==> src/rtl/pvc_params.svh <==
// Register offsets, field positions, reset values and timing counts for the calibration control.
`ifndef PVC_PARAMS_SVH
`define PVC_PARAMS_SVH

`define PVC_ADDR_TUNE 8'h59
`define PVC_ADDR_HOLD 8'h5C
`define PVC_ADDR_CTRL 8'h5D
`define PVC_ADDR_STAT 8'h5E
`define PVC_ADDR_RUN 8'h61

`define PVC_RST_TUNE 7'h00
`define PVC_RST_HOLD 1'b0
`define PVC_RST_SETTLE 3'h4
`define PVC_RST_CALEN 1'b0
`define PVC_RST_RUN 1'b1

`define PVC_TUNE_MSB 6
`define PVC_SETTLE_MSB 6
`define PVC_SETTLE_LSB 4
`define PVC_TUNE_MID 7'h40
`define PVC_TUNE_MAX 7'h7F

// Settle wait is (code + 1) * base, in reference clock cycles.
`define PVC_SETTLE_BASE_NS 320
`define PVC_CLK_NS 40
`define PVC_SETTLE_BASE_CYC ((`PVC_SETTLE_BASE_NS + `PVC_CLK_NS - 1) / `PVC_CLK_NS)

`endif

==> src/rtl/pvc_pkg.sv <==
// Types shared by the calibration control design.
package pvc_pkg;
  typedef enum logic [1:0] {
    PVC_IDLE = 2'b00,
    PVC_STEP = 2'b01,
    PVC_SETTLE = 2'b10,
    PVC_DONE = 2'b11
  } pvc_state_t;
endpackage

==> src/rtl/pvc_settle_timer.sv <==
// Settle-time down counter loaded from the settle-time code.
`timescale 1ns/1ps
`default_nettype none
`include "pvc_params.svh"
module pvc_settle_timer (
  input wire logic ref_clk,
  input wire logic rst_n,
  input wire logic load,
  input wire logic [2:0] settle_code,
  output logic expired
);
  logic [7:0] count;
  logic [7:0] next_count;

  always_comb begin
    next_count = count;
    if (load) begin
      // Larger code, longer wait.
      next_count = 8'((settle_code + 4'h1) * `PVC_SETTLE_BASE_CYC); // RULE_05
    end else if (count != 8'h00) begin
      next_count = count - 8'h01;
    end
  end

  always_ff @(posedge ref_clk) begin
    if (!rst_n) begin
      count <= 8'h00;
    end else begin
      count <= next_count;
    end
  end

  assign expired = (count == 8'h01);
endmodule
`default_nettype wire

==> src/rtl/pvc_cal_control.sv <==
// Register file and oscillator tune engine for PLL and converter calibration control.
`timescale 1ns/1ps
`default_nettype none
`include "pvc_params.svh"

// Summary of operation
// [RULE_01] A 7-bit tune word sits in bits 6:0, written by the engine and by the host.
// [RULE_02] The host may read the tune word after calibration and restore it later.
// [RULE_03] The host should not touch the tune word while calibration is running.
// [RULE_04] The host sets the hold bit before PLL programming and clears it afterwards.
// [RULE_05] The 3-bit settle code, reset 0x4, sets the wait after each tune step, larger is longer.
// [RULE_06] With calibration enabled, calibration starts when the hold bit is written to 0.
// [RULE_07] The engine steps the tune word until the oscillator is centred.
// [RULE_08] The host changes the calibration control register only while held.
// [RULE_09] The complete flag reads 1 after calibration, or when calibration was skipped.
// [RULE_10] The run bit, reset 1, runs converter calibration when high and holds it when low.
// [RULE_11] Clearing the run bit also resets the digital and serial link clock dividers.
// [RULE_12] The host clears the run bit before changing marked settings, then sets it again.
// [RULE_13] The host sets the run bit before enabling the serial link.
// [RULE_14] The host disables the serial link before clearing the run bit.
// [RULE_15] The host writes zero to every reserved bit.
// [RULE_16] The complete flag is low while held with calibration enabled.
// [RULE_17] Engine writes to the tune word win over host writes during calibration.
module pvc_cal_control (
  input wire logic ref_clk,
  input wire logic rst_n,
  input wire logic reg_wr,
  input wire logic reg_rd,
  input wire logic [7:0] reg_addr,
  input wire logic [7:0] reg_wdata,
  input wire logic osc_fast,
  output logic [7:0] reg_rdata,
  output logic [6:0] osc_tune,
  output logic pll_hold,
  output logic cal_run,
  output logic divider_reset,
  output logic osc_cal_complete
);
  // ===========================================================
  // Register file
  logic [6:0] tune;
  logic hold;
  logic [2:0] settle_sel;
  logic cal_enable;
  logic run;
  logic [6:0] next_tune;
  logic next_hold;
  logic [2:0] next_settle_sel;
  logic next_cal_enable;
  logic next_run;
  logic [7:0] next_rdata;

  // ===========================================================
  // Tune engine
  pvc_pkg::pvc_state_t state;
  pvc_pkg::pvc_state_t next_state;
  logic [6:0] step;
  logic [6:0] next_step;
  logic complete;
  logic next_complete;
  logic engine_wr;
  logic [6:0] engine_tune;
  logic timer_load;
  logic settle_done;
  logic hold_now;
  logic enable_now;

  function automatic logic hit(input logic [7:0] addr, input logic [7:0] target);
    hit = (addr == target);
  endfunction

  pvc_settle_timer u_timer (
    .ref_clk(ref_clk),
    .rst_n(rst_n),
    .load(timer_load),
    .settle_code(settle_sel),
    .expired(settle_done)
  );

  // Binary search: each step keeps or clears the trial bit, then tries the next bit down.
  always_comb begin
    next_state = state;
    next_step = step;
    next_complete = complete;
    engine_wr = 1'b0;
    engine_tune = tune;
    timer_load = 1'b0;
    // Look through a write in this cycle, so the flag never lags the registers by a cycle.
    hold_now = hold;
    enable_now = cal_enable;
    if (reg_wr && hit(reg_addr, `PVC_ADDR_HOLD)) begin
      hold_now = reg_wdata[0];
    end
    if (reg_wr && hit(reg_addr, `PVC_ADDR_CTRL)) begin
      enable_now = reg_wdata[0];
    end
    unique case (state)
      pvc_pkg::PVC_IDLE: begin
        if (hold) begin
          next_complete = !enable_now; // RULE_16
        end else if (cal_enable) begin
          next_state = pvc_pkg::PVC_STEP; // RULE_06
          next_step = `PVC_TUNE_MID;
          next_complete = 1'b0;
          // The search needs every bit below the trial bit at zero, whatever the host left.
          engine_wr = 1'b1;
          engine_tune = 7'h00; // RULE_07
        end else begin
          next_state = pvc_pkg::PVC_DONE;
          next_complete = 1'b1; // RULE_09
        end
      end
      pvc_pkg::PVC_STEP: begin
        engine_wr = 1'b1;
        engine_tune = tune | step; // RULE_07
        timer_load = 1'b1;
        next_state = pvc_pkg::PVC_SETTLE;
      end
      pvc_pkg::PVC_SETTLE: begin
        if (settle_done) begin
          engine_wr = 1'b1;
          // A fast oscillator means the trial bit overshoots, so drop it.
          engine_tune = osc_fast ? (tune & ~step) : tune; // RULE_07
          next_step = step >> 1;
          if (step == 7'h01) begin
            next_state = pvc_pkg::PVC_DONE;
            next_complete = 1'b1; // RULE_09
          end else begin
            next_state = pvc_pkg::PVC_STEP;
          end
        end
      end
      pvc_pkg::PVC_DONE: begin
        if (hold) begin
          next_state = pvc_pkg::PVC_IDLE;
          next_complete = !enable_now; // RULE_16
        end
      end
    endcase
    // Hold also aborts a search in progress, so the next release starts from the top.
    if (hold) begin
      next_state = pvc_pkg::PVC_IDLE;
      next_complete = !enable_now; // RULE_16
      engine_wr = 1'b0;
      timer_load = 1'b0;
    end
    if (hold_now && enable_now) begin
      next_complete = 1'b0; // RULE_16
    end
  end

  always_comb begin
    next_tune = tune;
    next_hold = hold;
    next_settle_sel = settle_sel;
    next_cal_enable = cal_enable;
    next_run = run;
    if (reg_wr) begin
      if (hit(reg_addr, `PVC_ADDR_TUNE)) begin
        next_tune = reg_wdata[`PVC_TUNE_MSB:0]; // RULE_01
      end
      if (hit(reg_addr, `PVC_ADDR_HOLD)) begin
        next_hold = reg_wdata[0];
      end
      if (hit(reg_addr, `PVC_ADDR_CTRL)) begin
        next_settle_sel = reg_wdata[`PVC_SETTLE_MSB:`PVC_SETTLE_LSB]; // RULE_05
        next_cal_enable = reg_wdata[0];
      end
      if (hit(reg_addr, `PVC_ADDR_RUN)) begin
        next_run = reg_wdata[0]; // RULE_10
      end
    end
    if (engine_wr) begin
      next_tune = engine_tune; // RULE_17
    end
  end

  always_comb begin
    next_rdata = reg_rdata;
    if (reg_rd) begin
      next_rdata = 8'h00;
      if (hit(reg_addr, `PVC_ADDR_TUNE)) next_rdata = {1'b0, tune};
      if (hit(reg_addr, `PVC_ADDR_HOLD)) next_rdata = {7'h00, hold};
      if (hit(reg_addr, `PVC_ADDR_CTRL)) next_rdata = {1'b0, settle_sel, 3'h0, cal_enable};
      if (hit(reg_addr, `PVC_ADDR_STAT)) next_rdata = {7'h00, complete}; // RULE_09
      if (hit(reg_addr, `PVC_ADDR_RUN)) next_rdata = {7'h00, run};
    end
  end

  always_ff @(posedge ref_clk) begin
    if (!rst_n) begin
      tune <= `PVC_RST_TUNE;
      hold <= `PVC_RST_HOLD;
      settle_sel <= `PVC_RST_SETTLE;
      cal_enable <= `PVC_RST_CALEN;
      run <= `PVC_RST_RUN;
      reg_rdata <= 8'h00;
      state <= pvc_pkg::PVC_IDLE;
      step <= 7'h00;
      complete <= 1'b0;
      osc_tune <= `PVC_RST_TUNE;
      pll_hold <= `PVC_RST_HOLD;
      cal_run <= `PVC_RST_RUN;
      divider_reset <= 1'b0;
      osc_cal_complete <= 1'b0;
    end else begin
      tune <= next_tune;
      hold <= next_hold;
      settle_sel <= next_settle_sel;
      cal_enable <= next_cal_enable;
      run <= next_run;
      reg_rdata <= next_rdata;
      state <= next_state;
      step <= next_step;
      complete <= next_complete;
      osc_tune <= next_tune;
      pll_hold <= next_hold;
      cal_run <= next_run; // RULE_10
      divider_reset <= !next_run; // RULE_11
      osc_cal_complete <= next_complete;
    end
  end
endmodule
`default_nettype wire

==> config.mk <==
export PLATFORM = sky130hd
export DESIGN_NAME = pvc_cal_control
export DESIGN_NICKNAME = d
export VERILOG_FILES = /design/src/rtl/pvc_pkg.sv /design/src/rtl/pvc_settle_timer.sv /design/src/rtl/pvc_cal_control.sv
export VERILOG_INCLUDE_DIRS = /design/src /design/src/rtl
export SDC_FILE = /design/constraint.sdc
export NUM_CORES = 1
export LEC_CHECK = 0
export ABC_AREA = 1
export BUFFER_PORTS_ARGS = -buffer_cell sky130_fd_sc_hd__buf_2
export CORE_MARGIN = 10
export CORE_UTILIZATION = 50
export CTS_CLUSTER_SIZE = 20
export DETAILED_ROUTE_END_ITERATION = 7
export PLACE_DENSITY_LB_ADDON = 0.2
export REMOVE_ABC_BUFFERS = 1
export SLEW_MARGIN = 20
export SYNTH_ARGS = -nofsm -noshare
export SYNTH_HDL_FRONTEND = slang
export SYNTH_SLANG_ARGS = --single-unit
export TNS_END_PERCENT = 10
==> constraint.sdc <==
create_clock -name ref_clk -period 1.8 [get_ports ref_clk]
set_clock_uncertainty 0.15 [all_clocks]
set_input_delay 0.09 -clock ref_clk [delete_from_list [all_inputs] [get_ports ref_clk]]
set_output_delay 0.09 -clock ref_clk [all_outputs]
set_load 0.01 [all_outputs]
==> results.md, run 1 <==
- Number of fill cells: roughly 430
- Worst Hold Endpoint: hold
- Num CTS Buffers: 5
- Worst setup EP type: flip-flop
- Post-Synth XOR/XNOR Area: 0.00790
- Pre-CTS setup slack: 0.0329 ns
- Starting Density: 0.513
- Hold wc startpoint: reg_addr[1]
- Cell Rows: 24
- CP top delay family: simple AND/OR/NAND/NOR gates
- Syn_area_per_cell: ~6.7 sq um
- Final wirelength: around 5500 um
- Maximum vdd drop: 0.800 mV
- Register Area: 787 sq um
- Largest net degree at the start of global routing: 16
- Switching pwr: about 1700 uW
- Area growth syn-to-layout: 23.7%
- Unrepaired setup endpoints after global routing: true
- Placed insts: between 400 and 500
- Relative slew slack: 0.643
- Diodes inserted: 0
- Max capacitance violation total: 0
- Leading cell type in the layout, fill and taps excluded: nand2_1
- Number of I/O pins: 40
- Die area: between 7000 and 8000 sq um
- Clk sinks: 39
- CP Cell Sequence: buf_4 > ha_1 > a21oi_2 > nand2_4 > nand2_4 > nand2_4 > nand2_4 > nand2_1 > nand2_1 > nor2_1
- WP data arrival: 1.70 ns
- Min-Delay Path Class: in2reg
- Post-Synth Simple-Gate Area: 0.311
- Pwr/cell area: roughly 1400 nW/um^2
- Post-synthesis cell type count: 30
- CTS Buffer Depth: 2
- Vias: 2226
- Sequential Power Share: 0.322
- Clock Latency Late Sink: approximately 0.29 ns
- RePlAce Congestion: 0.848
- Critical path's most frequent cell: nand2_4
- Yosys reg bits: 39
- Drt pass-1 iters: 4
- Fmax achieved: slightly above 0.6 GHz
- Comb pwr share: 0.529
- DRC: 0
- Final setup fails: 0
- Detail Route Antenna Nets: 0
- Buffers on Ports: 37
- Vias in the first global route: around 2.1k
- Core area: between 4000 and 5000 sq um
- Slowest cell delay on critical path: 0.32 ns
- Detail Placement HPWL: about 4200 um
- First-pass GRT wire length: 9520 um
- Area leader, netlist: dfxtp_1
- Vias/cell: 5.07
- Total number of H-tree levels: 2
- Post-Synth Adder-Cell Area: 0.0508
- Layout cell share with drive strength beyond 1: 0.220
- Worst Hold Margin: 0.0208 ns
- Clock slew at reported path FFs: around 0.080 ns
- Slew @ Worst Pin: about 0.53 ns
- Largest family of logic cells by synthesized area: simple AND/OR/NAND/NOR gates
- Die width: a little under 90 um
- Setup TNS: 0 ns
- Wire length per cell: 12.5 um
- Crit-path max FO: 13
- Final min period: ~1.7 ns
- Pleak: roughly 0.0013 uW
- Tot GR Track Use: 0.151
- Worst setup path class: reg2reg
- Hold Crit Depth: 4
- Commonest cells after routing, fill and taps aside: nand2_1, inv_1, nor2_1, buf_2, dfxtp_1
- Post-synth top area share: 0.352
- Synthesized area: between 2000 and 2500 sq um
- CP max stage cell: dfxtp_1
- Internal Power: 2170 uW
- R2r setup slk: ~0.14 ns
- CP Buf/Inv Count: 1
- Status: finished, final reports clean
- Sw frac: 0.439
- Register area share after synthesis: 0.352
- Post-CTS Setup Bufs: 0
- Mux share of post-synthesis cell area: 0
- Drt first-iter violations: 128
- Yosys warnings: 0
- Initial antenna violation count: 0
- Reg-to-Reg End: tune[1]
- Crit path required time: about 1.8 ns
- Top cells by area, synth: dfxtp_1, nand2_1, inv_1
- NumNets Final: roughly 420
- Worst Setup Start Kind: flip-flop
- Slew Viols, Final: 0
- Synth Area in Compound Gates: 0.175
- Die height: ~87 um
- Reg-to-Reg Start: state[0]
- Root Buffer: clkbuf_8
- Fin crit share: 0.921
- R2R depth: 10
- GRT overflow: 0
- Mapped Cells: around 330
- Non-filler cells, final: between 400 and 500
- CTS tree: yes
- Fin util: 0.635
- Multi-input combinational cell area: roughly 1200 sq um
- Clock network fraction of design power: 0.149
- Hold Vio Cnt, Final: 0
- Fin worst setup slack: 0.143 ns
worst reg2reg max path, stage by stage, from the launching register on:
cell and delay [ns]:
dfxtp_1 0.32, buf_4 0.14, ha_1 0.24, a21oi_2 0.17, nand2_4 0.08, nand2_4 0.09
nand2_4 0.06, nand2_4 0.14, nand2_1 0.07, nand2_1 0.06, nor2_1 0.04
cells by family after synthesis:
family	after synthesis
simple gates	153
compound gates	71
buf+inv	54
flops	39
fa+ha+maj	9
xor+xnor	2
other cells	1
metrics by stage:
step,total power (uW),cell area [sq um]
after floorplan,2550,2160
after global placement,3190,2530
after detailed placement,3230,2530
after CTS,3830,2710
after global routing,4270,2740
final,3880,2740
power by group through the flow:
stage | Sequential, uW | Clock [uW] | Combinational, uW
6_report | 1250 | 579 | 2050
3_3_place_gp | 1240 | 0 | 1950
5_1_grt | 1280 | 635 | 2360
3_5_place_dp | 1250 | 0 | 1980
4_1_cts | 1230 | 595 | 2000
2_1_floorplan | 1250 | 0 | 1290
timing repair:
item	in CTS	in global routing
resized for setup	0	12
endpoints found under the setup margin	0	21
endpoints found under the hold margin	9	0
hold buffers	9	0
how the worst max path moves through the flow:
| stage | end | startpoint | cells past startpoint |
|---|---|---|---|
| 4_1_cts | tune[1] | state[1] | 10 |
| 3_5_place_dp | tune[1] | state[1] | 10 |
| 3_3_place_gp | tune[1] | state[1] | 10 |
| 5_1_grt | tune[1] | state[1] | 10 |
| 2_1_floorplan | step[0] | state[0] | 8 |
| 6_report | tune[1] | state[0] | 10 |
metal layers:
layer  part of all wire  global-route usage  routed length, um
met1               0.46               0.181               2520
met3              0.037              0.0281                206
met5                  0                   0                  0
met4             0.0098              0.0398                 54
met2               0.50               0.266               2730
sequential cells by signal, summed over array words and instances, names as in the netlist:
signal         flops
complete           1
hold               1
tune               7
cal_enable         1
step               7
state              2
divider_reset      1
settle_sel         3
reg_rdata          7
run                1
u_timer.count      8
synth_stat cells:
cell type,instances
a211oi_1,2
a21oi_1,27
a31oi_1,4
buf_2,3
buf_4,1
buf_6,2
clkbuf_1,3
clkinv_1,1
conb_1,1
dfxtp_1,39
ha_1,9
inv_1,39
inv_2,5
nand2_1,66
nand2_2,2
nand2_4,4
nand3_1,19
nand3_2,2
nand4_1,6
nor2_1,39
nor2_2,5
nor3_1,8
nor3b_1,1
o211ai_1,8
o21ai_0,23
o21ai_1,4
o22ai_1,3
or2_2,1
xnor2_1,1
xor2_1,1
final cells by class:
type	instances	share of cell area
repair buffers	59	0.145
well taps	52	0.0237
inverters	45	0.0616
clock buffers	6	0.0264
flip-flops and latches	39	0.287
multi-input cells	236	0.452
clock inverters	2	0.00456
Power figures use the tool's default switching activity.
==> run 2, diff against run 1 <==
--- a/config.mk
+++ b/config.mk
@@ -8,6 +8,7 @@
 export LEC_CHECK = 0
 export ABC_AREA = 1
 export BUFFER_PORTS_ARGS = -buffer_cell sky130_fd_sc_hd__buf_2
+export CORE_ASPECT_RATIO = 0.5
 export CORE_MARGIN = 10
 export CORE_UTILIZATION = 50
 export CTS_CLUSTER_SIZE = 20
==> run 2 against run 1 <==
Clock power up 52%; global-route usage down 0.24 points; worst setup slack worse by 0.11 ns; sequential cell count unchanged; first-iteration DRC count up 57%; critical path type unchanged; highest routed layer unchanged.
==> results.md, run 2 (synthesis results as in run 1) <==
- Number of fill cells: 366 (-15%)
- Diodes inserted: 0 (unchanged)
- First-pass GRT wire length: 9480 um (-0.44%)
- Largest register FFs: 8 (unchanged)
- Vias in the first global route: 2073 (-2.5%)
- Clk sinks: 39 (unchanged)
- Commonest cells after routing, fill and taps aside: nand2_1, nor2_1, inv_1, dfxtp_1, buf_2
- Clock slew at reported path FFs: 0.08 ns (about the same)
- Fmax achieved: 0.565 GHz (-6.3%)
- Crit-path max FO: 13 (unchanged)
- DRC: 0 (unchanged)
- Worst Setup Start Kind: flip-flop
- Min-Delay Path Class: in2reg
- Area growth syn-to-layout: 24.5%
- Die area: 7660 sq um (+2.2%)
- Biggest register: u_timer.count
- Layout cell share with drive strength beyond 1: 0.223 (+0.00287)
- Final min period: 1.77 ns (+0.112 ns)
- RePlAce Congestion: 0.851 (+0.41%)
- Die width: 114 um (+32%)
- Number of I/O pins: 40 (unchanged)
- Detail Placement HPWL: 4350 um (+3.8%)
- Post-Place Cell Area: 2490 sq um (-1.8%)
- Unrepaired setup endpoints after global routing: true
- Die height: 67.1 um (-23%)
- Total number of H-tree levels: 2 (unchanged)
- WP data arrival: 1.80 ns (+0.10 ns)
- Pleak: 0.00126 uW (about the same)
- Fin area: 2760 sq um (+0.68%)
- Vias/cell: 5.34 (+5.3%)
- Setup TNS: 0 ns (unchanged)
- NumNets Final: 411 (-1.2%)
- Drt first-iter violations: 201 (+57%)
- Drt pass-1 iters: 7 (+3)
- Relative slew slack: 0.645 (+0.00156)
- Slew @ Worst Pin: 0.532 ns (-0.00233 ns)
- Maximum vdd drop: 0.812 mV (+1.6%)
- Starting Density: 0.543 (+0.0302)
- Final wirelength: 5920 um (+7.6%)
- Vias: 2328 (+4.6%)
- Slew Viols, Final: 0 (unchanged)
- Pwr Total: 4240 uW (+9.5%)
- Detail Route Antenna Nets: 0 (unchanged)
- Core area: 4080 sq um (-5.6%)
- Clock Latency Late Sink: 0.29 ns (about the same)
- Wire length per cell: 13.6 um (+8.3%)
- Tot GR Track Use: 0.148 (-0.00240)
- Crit path required time: 1.83 ns (about the same)
- Worst setup path class: reg2reg
- Fin crit share: 0.983 (+0.0624)
- Root Buffer: clkbuf_8
- Final setup fails: 0 (unchanged)
- CTS Buffer Depth: 2 (unchanged)
- Cell Rows: 16 (-33%)
- GRT overflow: 0 (unchanged)
- Num CTS Buffers: 5 (unchanged)
- Initial antenna violation count: 0 (unchanged)
- Hold Vio Cnt, Final: 0 (unchanged)
- Buffers on Ports: 37 (unchanged)
- CTS tree: yes
- Status: finished, final reports clean
- Worst setup EP type: flip-flop
- Max capacitance violation total: 0 (unchanged)
- Leading cell type in the layout, fill and taps excluded: nand2_1
- Largest net degree at the start of global routing: 16 (unchanged)
- Pwr/cell area: 1540 nW/um^2 (+8.7%)
==> run 2: repair_timing <==
action	in CTS	in global routing
pin swaps	0	3
endpoints found under the hold margin	7	0
buffers inserted	0	1
hold buffers	6	0
setup endpoints to repair	13	17
resized for setup	3	13
gates cloned	0	0
==> run 2: worst paths after layout <==
path / startpoint / to / slack, ns / cells past startpoint
worst max-delay path: state[1] / tune[3] / 0.03 / 9
worst min-delay path: reg_wdata[2] / tune[2] / 0.007 / 5
worst max register to register: state[1] / tune[3] / 0.03 / 9
worst min register to register: reg_rdata[4] / reg_rdata[4] / 0.33 / 2
==> run 2: stage by stage <==
stage | utilization | hold WS [ns] | cells | worst slack, ns
after floorplan | - | 0.0241 | 320 | 0.0409
after global placement | 0.610 | 0.221 | 421 | 0.0288
after detailed placement | 0.610 | 0.220 | 421 | -0.0233
after CTS | 0.661 | 0.000253 | 435 | 0.0189
after global routing | 0.676 | 0.0380 | 436 | -0.0729
final | 0.676 | 0.00710 | 436 | 0.0303
==> run 2: area by class of cell <==
class / count / area, sq um / area share
multi-input cells: 236 / 1280 / 0.463
repair buffers: 54 / 328 / 0.119
clock buffers: 5 / 68.8 / 0.0249
clock inverters: 3 / 67.6 / 0.0245
well taps: 54 / 67.6 / 0.0245
inverters: 45 / 169 / 0.0611
flip-flops and latches: 39 / 783 / 0.284
==> run 2: per-layer routing <==
layer / track usage / up-vias / wire length, um
li1: - / 1182 / -
met1: 0.190 / 1074 / 2760
met2: 0.247 / 62 / 2830
met3: 0.0331 / 10 / 294
met4: 0.0419 / 0 / 40
met5: 0 / - / 0
==> run 2: critical path, cell delays in order, from the launching register on <==
cell     delay (ns)
dfxtp_2        0.39
inv_1          0.08
ha_2           0.33
nand2_1        0.06
a21oi_1        0.17
nand2_1        0.09
nand3_2        0.13
nand2_8        0.10
nor2_1         0.12
nor2_1         0.06
==> run 2: power by group <==
part	internal, uW	total, uW	switching (uW)
logic	799	2120	1320
registers	1060	1240	181
clock network	553	879	326
total	2410	4240	1830
==> run 3, diff against run 2 <==
--- a/config.mk
+++ b/config.mk
@@ -6,7 +6,6 @@
 export SDC_FILE = /design/constraint.sdc
 export NUM_CORES = 1
 export LEC_CHECK = 0
-export ABC_AREA = 1
 export BUFFER_PORTS_ARGS = -buffer_cell sky130_fd_sc_hd__buf_2
 export CORE_ASPECT_RATIO = 0.5
 export CORE_MARGIN = 10
==> constraint.sdc (replaced) <==
create_clock -name ref_clk -period 1.8 [get_ports ref_clk]
set_clock_uncertainty 0.15 [all_clocks]
set_input_delay 0.09 -clock ref_clk [delete_from_list [all_inputs] [get_ports ref_clk]]
set_output_delay 0.09 -clock ref_clk [all_outputs]
set_load 0.005 [all_outputs]
==> run 3 against run 2 <==
The run now ends with negative setup slack left; highest routed layer unchanged; sequential cell count did not move; clock power fell by 2%; total power rose by 8.1%; critical path depth fell by 2; maximum frequency fell by 9.6%; area after synthesis rose by 4.6%.
==> results.md, run 3 <==
- Post-synth top area share: 0.336 (-0.0156)
- Number of I/O pins: 40 (unchanged)
- Layout cell share with drive strength beyond 1: 0.387 (+0.165)
- Maximum vdd drop: 1.13 mV (+39%)
- Clk sinks: 39 (unchanged)
- GRT Max-Usage Layer: met2
- Mapped Cells: 264 (-20%)
- Fin crit share: 1.09 (+0.105)
- Top cells by area, synth: dfxtp_1, nor2_1, mux2i_1
- Sequential Power Share: 0.268 (-0.025)
- Core area: 4450 sq um (+8.9%)
- Unrepaired setup endpoints after global routing: true
- Fmax achieved: 0.511 GHz (-9.6%)
- Final min period: 1.96 ns (+0.189 ns)
- Die width: 116 um (+1.9%)
- Register area share after synthesis: 0.336 (-0.0156)
- DRC: 0 (unchanged)
- WP data arrival: 2.00 ns (+0.20 ns)
- Total number of H-tree levels: 2 (unchanged)
- CTS Buffer Depth: 2 (unchanged)
- Sw frac: 0.382 (-0.0490)
- Most used DFF post-synth: dfxtp_1
- Yosys warnings: 0 (unchanged)
- Die height: 68.2 um (+1.6%)
- Worst setup path class: reg2reg
- Relative slew slack: 0.646 (+0.00102)
- Clock Latency Late Sink: 0.29 ns (about the same)
- Synthesized area: 2320 sq um (+4.6%)
- Syn_area_per_cell: 8.79 sq um (+30%)
- First-pass GRT wire length: 10300 um (+9.1%)
- Async SR Flop Fraction: 0 (unchanged)
- Met1 GRT Util: 0.205 (+0.0146)
- Vias: 2352 (+1.0%)
- Die area: 7930 sq um (+3.5%)
- Area growth syn-to-layout: 41.8%
- Number of flops mapped to enable cells by yosys: 0 (unchanged)
- Largest register FFs: 8 (unchanged)
- Diodes inserted: 0 (unchanged)
- Root Buffer: clkbuf_8
- Wire length per cell: 17.1 um (+26%)
- Pwr/cell area: 1390 nW/um^2 (-9.2%)
- Pleak: 0.00141 uW (+12%)
- Switching pwr: 1750 uW (-4.2%)
- Largest net degree at the start of global routing: 24 (+8)
- Internal Power: 2840 uW (+17%)
- Setup TNS: -0.966 ns (-0.966 ns)
- Synth top cells by count: nor2_1, dfxtp_1, nand3_1, mux2i_1, a21oi_1
- Comb pwr share: 0.544 (+0.044)
- CTS tree: yes
- Min-Delay Path Class: in2reg
- Tot GR Track Use: 0.163 (+0.0147)
- Detail Route Antenna Nets: 0 (unchanged)
- Post-synthesis cell type count: 54 (+80%)
- Crit path required time: 1.84 ns (about the same)
- NumNets Final: 380 (-7.5%)
- Worst Setup Start Kind: flip-flop
- Violated checks: negative setup slack
- Clock network fraction of design power: 0.189 (-0.018)
- GRT overflow: 0 (unchanged)
- Commonest cells after routing, fill and taps aside: nor2_1, buf_4, buf_2, dfxtp_1, nand3_1
- Starting Density: 0.522 (-0.0211)
- Buffers on Ports: 37 (unchanged)
- Detail Placement HPWL: 4860 um (+12%)
- Biggest register: u_timer.count
- Hold Vio Cnt, Final: 0 (unchanged)
- Met3 Use GR: 0.0436 (+0.0106)
- Vias/cell: 5.76 (+8.0%)
- RePlAce Congestion: 0.900 (+5.7%)
- Final setup fails: 14 (+14)
- Max capacitance violation total: 0 (unchanged)
- Drt first-iter violations: 258 (+28%)
- Cell Rows: 17 (+1)
- GR Layer Usage met2: 0.276 (+0.0289)
- Crit-path max FO: 7 (-6)
- Fin util: 0.740 (+0.0637)
- Status: complete, but fails checks
- Cell with the most instances after synthesis: nor2_1
- Worst setup EP type: flip-flop
- Fin area: 3290 sq um (+19%)
- Num CTS Buffers: 5 (unchanged)
- Vias in the first global route: 2145 (+3.5%)
- Slew @ Worst Pin: 0.524 ns (-0.00833 ns)
- Drt pass-1 iters: 5 (-2)
- Worst Hold Margin: 0.0416 ns (+0.0345 ns)
- Final wirelength: 6990 um (+18%)
- Clock slew at reported path FFs: 0.08 ns (about the same)
- Area leader, netlist: dfxtp_1
- Fin worst setup slack: -0.158 ns (-0.189 ns)
- Initial antenna violation count: 0 (unchanged)
- Yosys reg bits: 39 (unchanged)
- Post-Place Cell Area: 2840 sq um (+14%)
- Slew Viols, Final: 0 (unchanged)
run 3: changes by cell type after synthesis, moves of 8 or more:
| cell | previous run | this run |
|---|---|---|
| mux2i_1 | 0 | 12 |
| o211ai_1 | 8 | 0 |
| nand2b_1 | 0 | 9 |
| inv_1 | 39 | 9 |
| a21oi_1 | 27 | 11 |
| nand2_1 | 66 | 9 |
| a22oi_1 | 0 | 9 |
| o21ai_0 | 23 | 7 |
run 3: final cells by class:
type	count	area, sq um
Inverter	9	38.8
Fill cell	307	1150
Tap cell	57	71.3
Clock buffer	6	72.6
Sequential cell	39	788
Multi-Input combinational cell	203	1610
Timing Repair Buffer	92	648
Clock inverter	2	60.1
run 3: metrics by stage:
stage | cells | worst slack, ns | total power [uW]
3_3_place_gp | 387 | -0.133 | 3180
5_1_grt | 408 | -0.222 | 4850
6_report | 408 | -0.158 | 4590
2_1_floorplan | 251 | -0.430 | 2410
4_1_cts | 407 | -0.113 | 4400
3_5_place_dp | 387 | -0.226 | 3250
run 3: final timing paths:
| kind | startpoint | endpoint | slack, ns | cells past startpoint |
|---|---|---|---|---|
| worst min register to register | reg_rdata[4] | reg_rdata[4] | 0.36 | 2 |
| worst min-delay path | reg_rd | reg_rdata[0] | 0.04 | 3 |
| worst max-delay path | state[0] | tune[0] | -0.16 | 7 |
| worst max register to register | state[0] | tune[0] | -0.16 | 7 |
run 3: kinds of logic after synthesis:
logic type      Yosys count  synth area share
flops                    39             0.336
simple gates            117             0.280
other cells               1           0.00162
buf+inv                  22            0.0426
xor+xnor                  7            0.0264
compound gates           57             0.212
mux                      12            0.0518
fa+ha+maj                 9            0.0485
run 3: what timing repair did:
item	in CTS	in global routing
buffers inserted	4	0
setup endpoints to repair	24	25
hold buffers	8	1
pin swaps	13	6
resized for setup	29	15
endpoints found under the hold margin	12	1
run 3: layer usage:
| metal | wire length [um] | up-vias | share of wire |
|---|---|---|---|
| li1 | - | 1125 | - |
| met1 | 2970 | 1107 | 0.43 |
| met2 | 3310 | 105 | 0.47 |
| met3 | 597 | 15 | 0.085 |
| met4 | 106 | 0 | 0.015 |
| met5 | 0 | - | 0 |
run 3: critical path, cell delays in order (launching register included):
cell,delay (ns)
dfxtp_4,0.37
buf_4,0.13
ha_1,0.21
nor2_1,0.23
and2_0,0.18
buf_4,0.15
nand3_1,0.13
a311oi_2,0.31
run 3: power groups by stage:
stage	registers (uW)	logic (uW)	clock network (uW)
4_1_cts	1220	2310	873
3_3_place_gp	1190	1990	0
5_1_grt	1240	2700	907
3_5_place_dp	1200	2040	0
6_report	1230	2500	865
2_1_floorplan	1200	1210	0
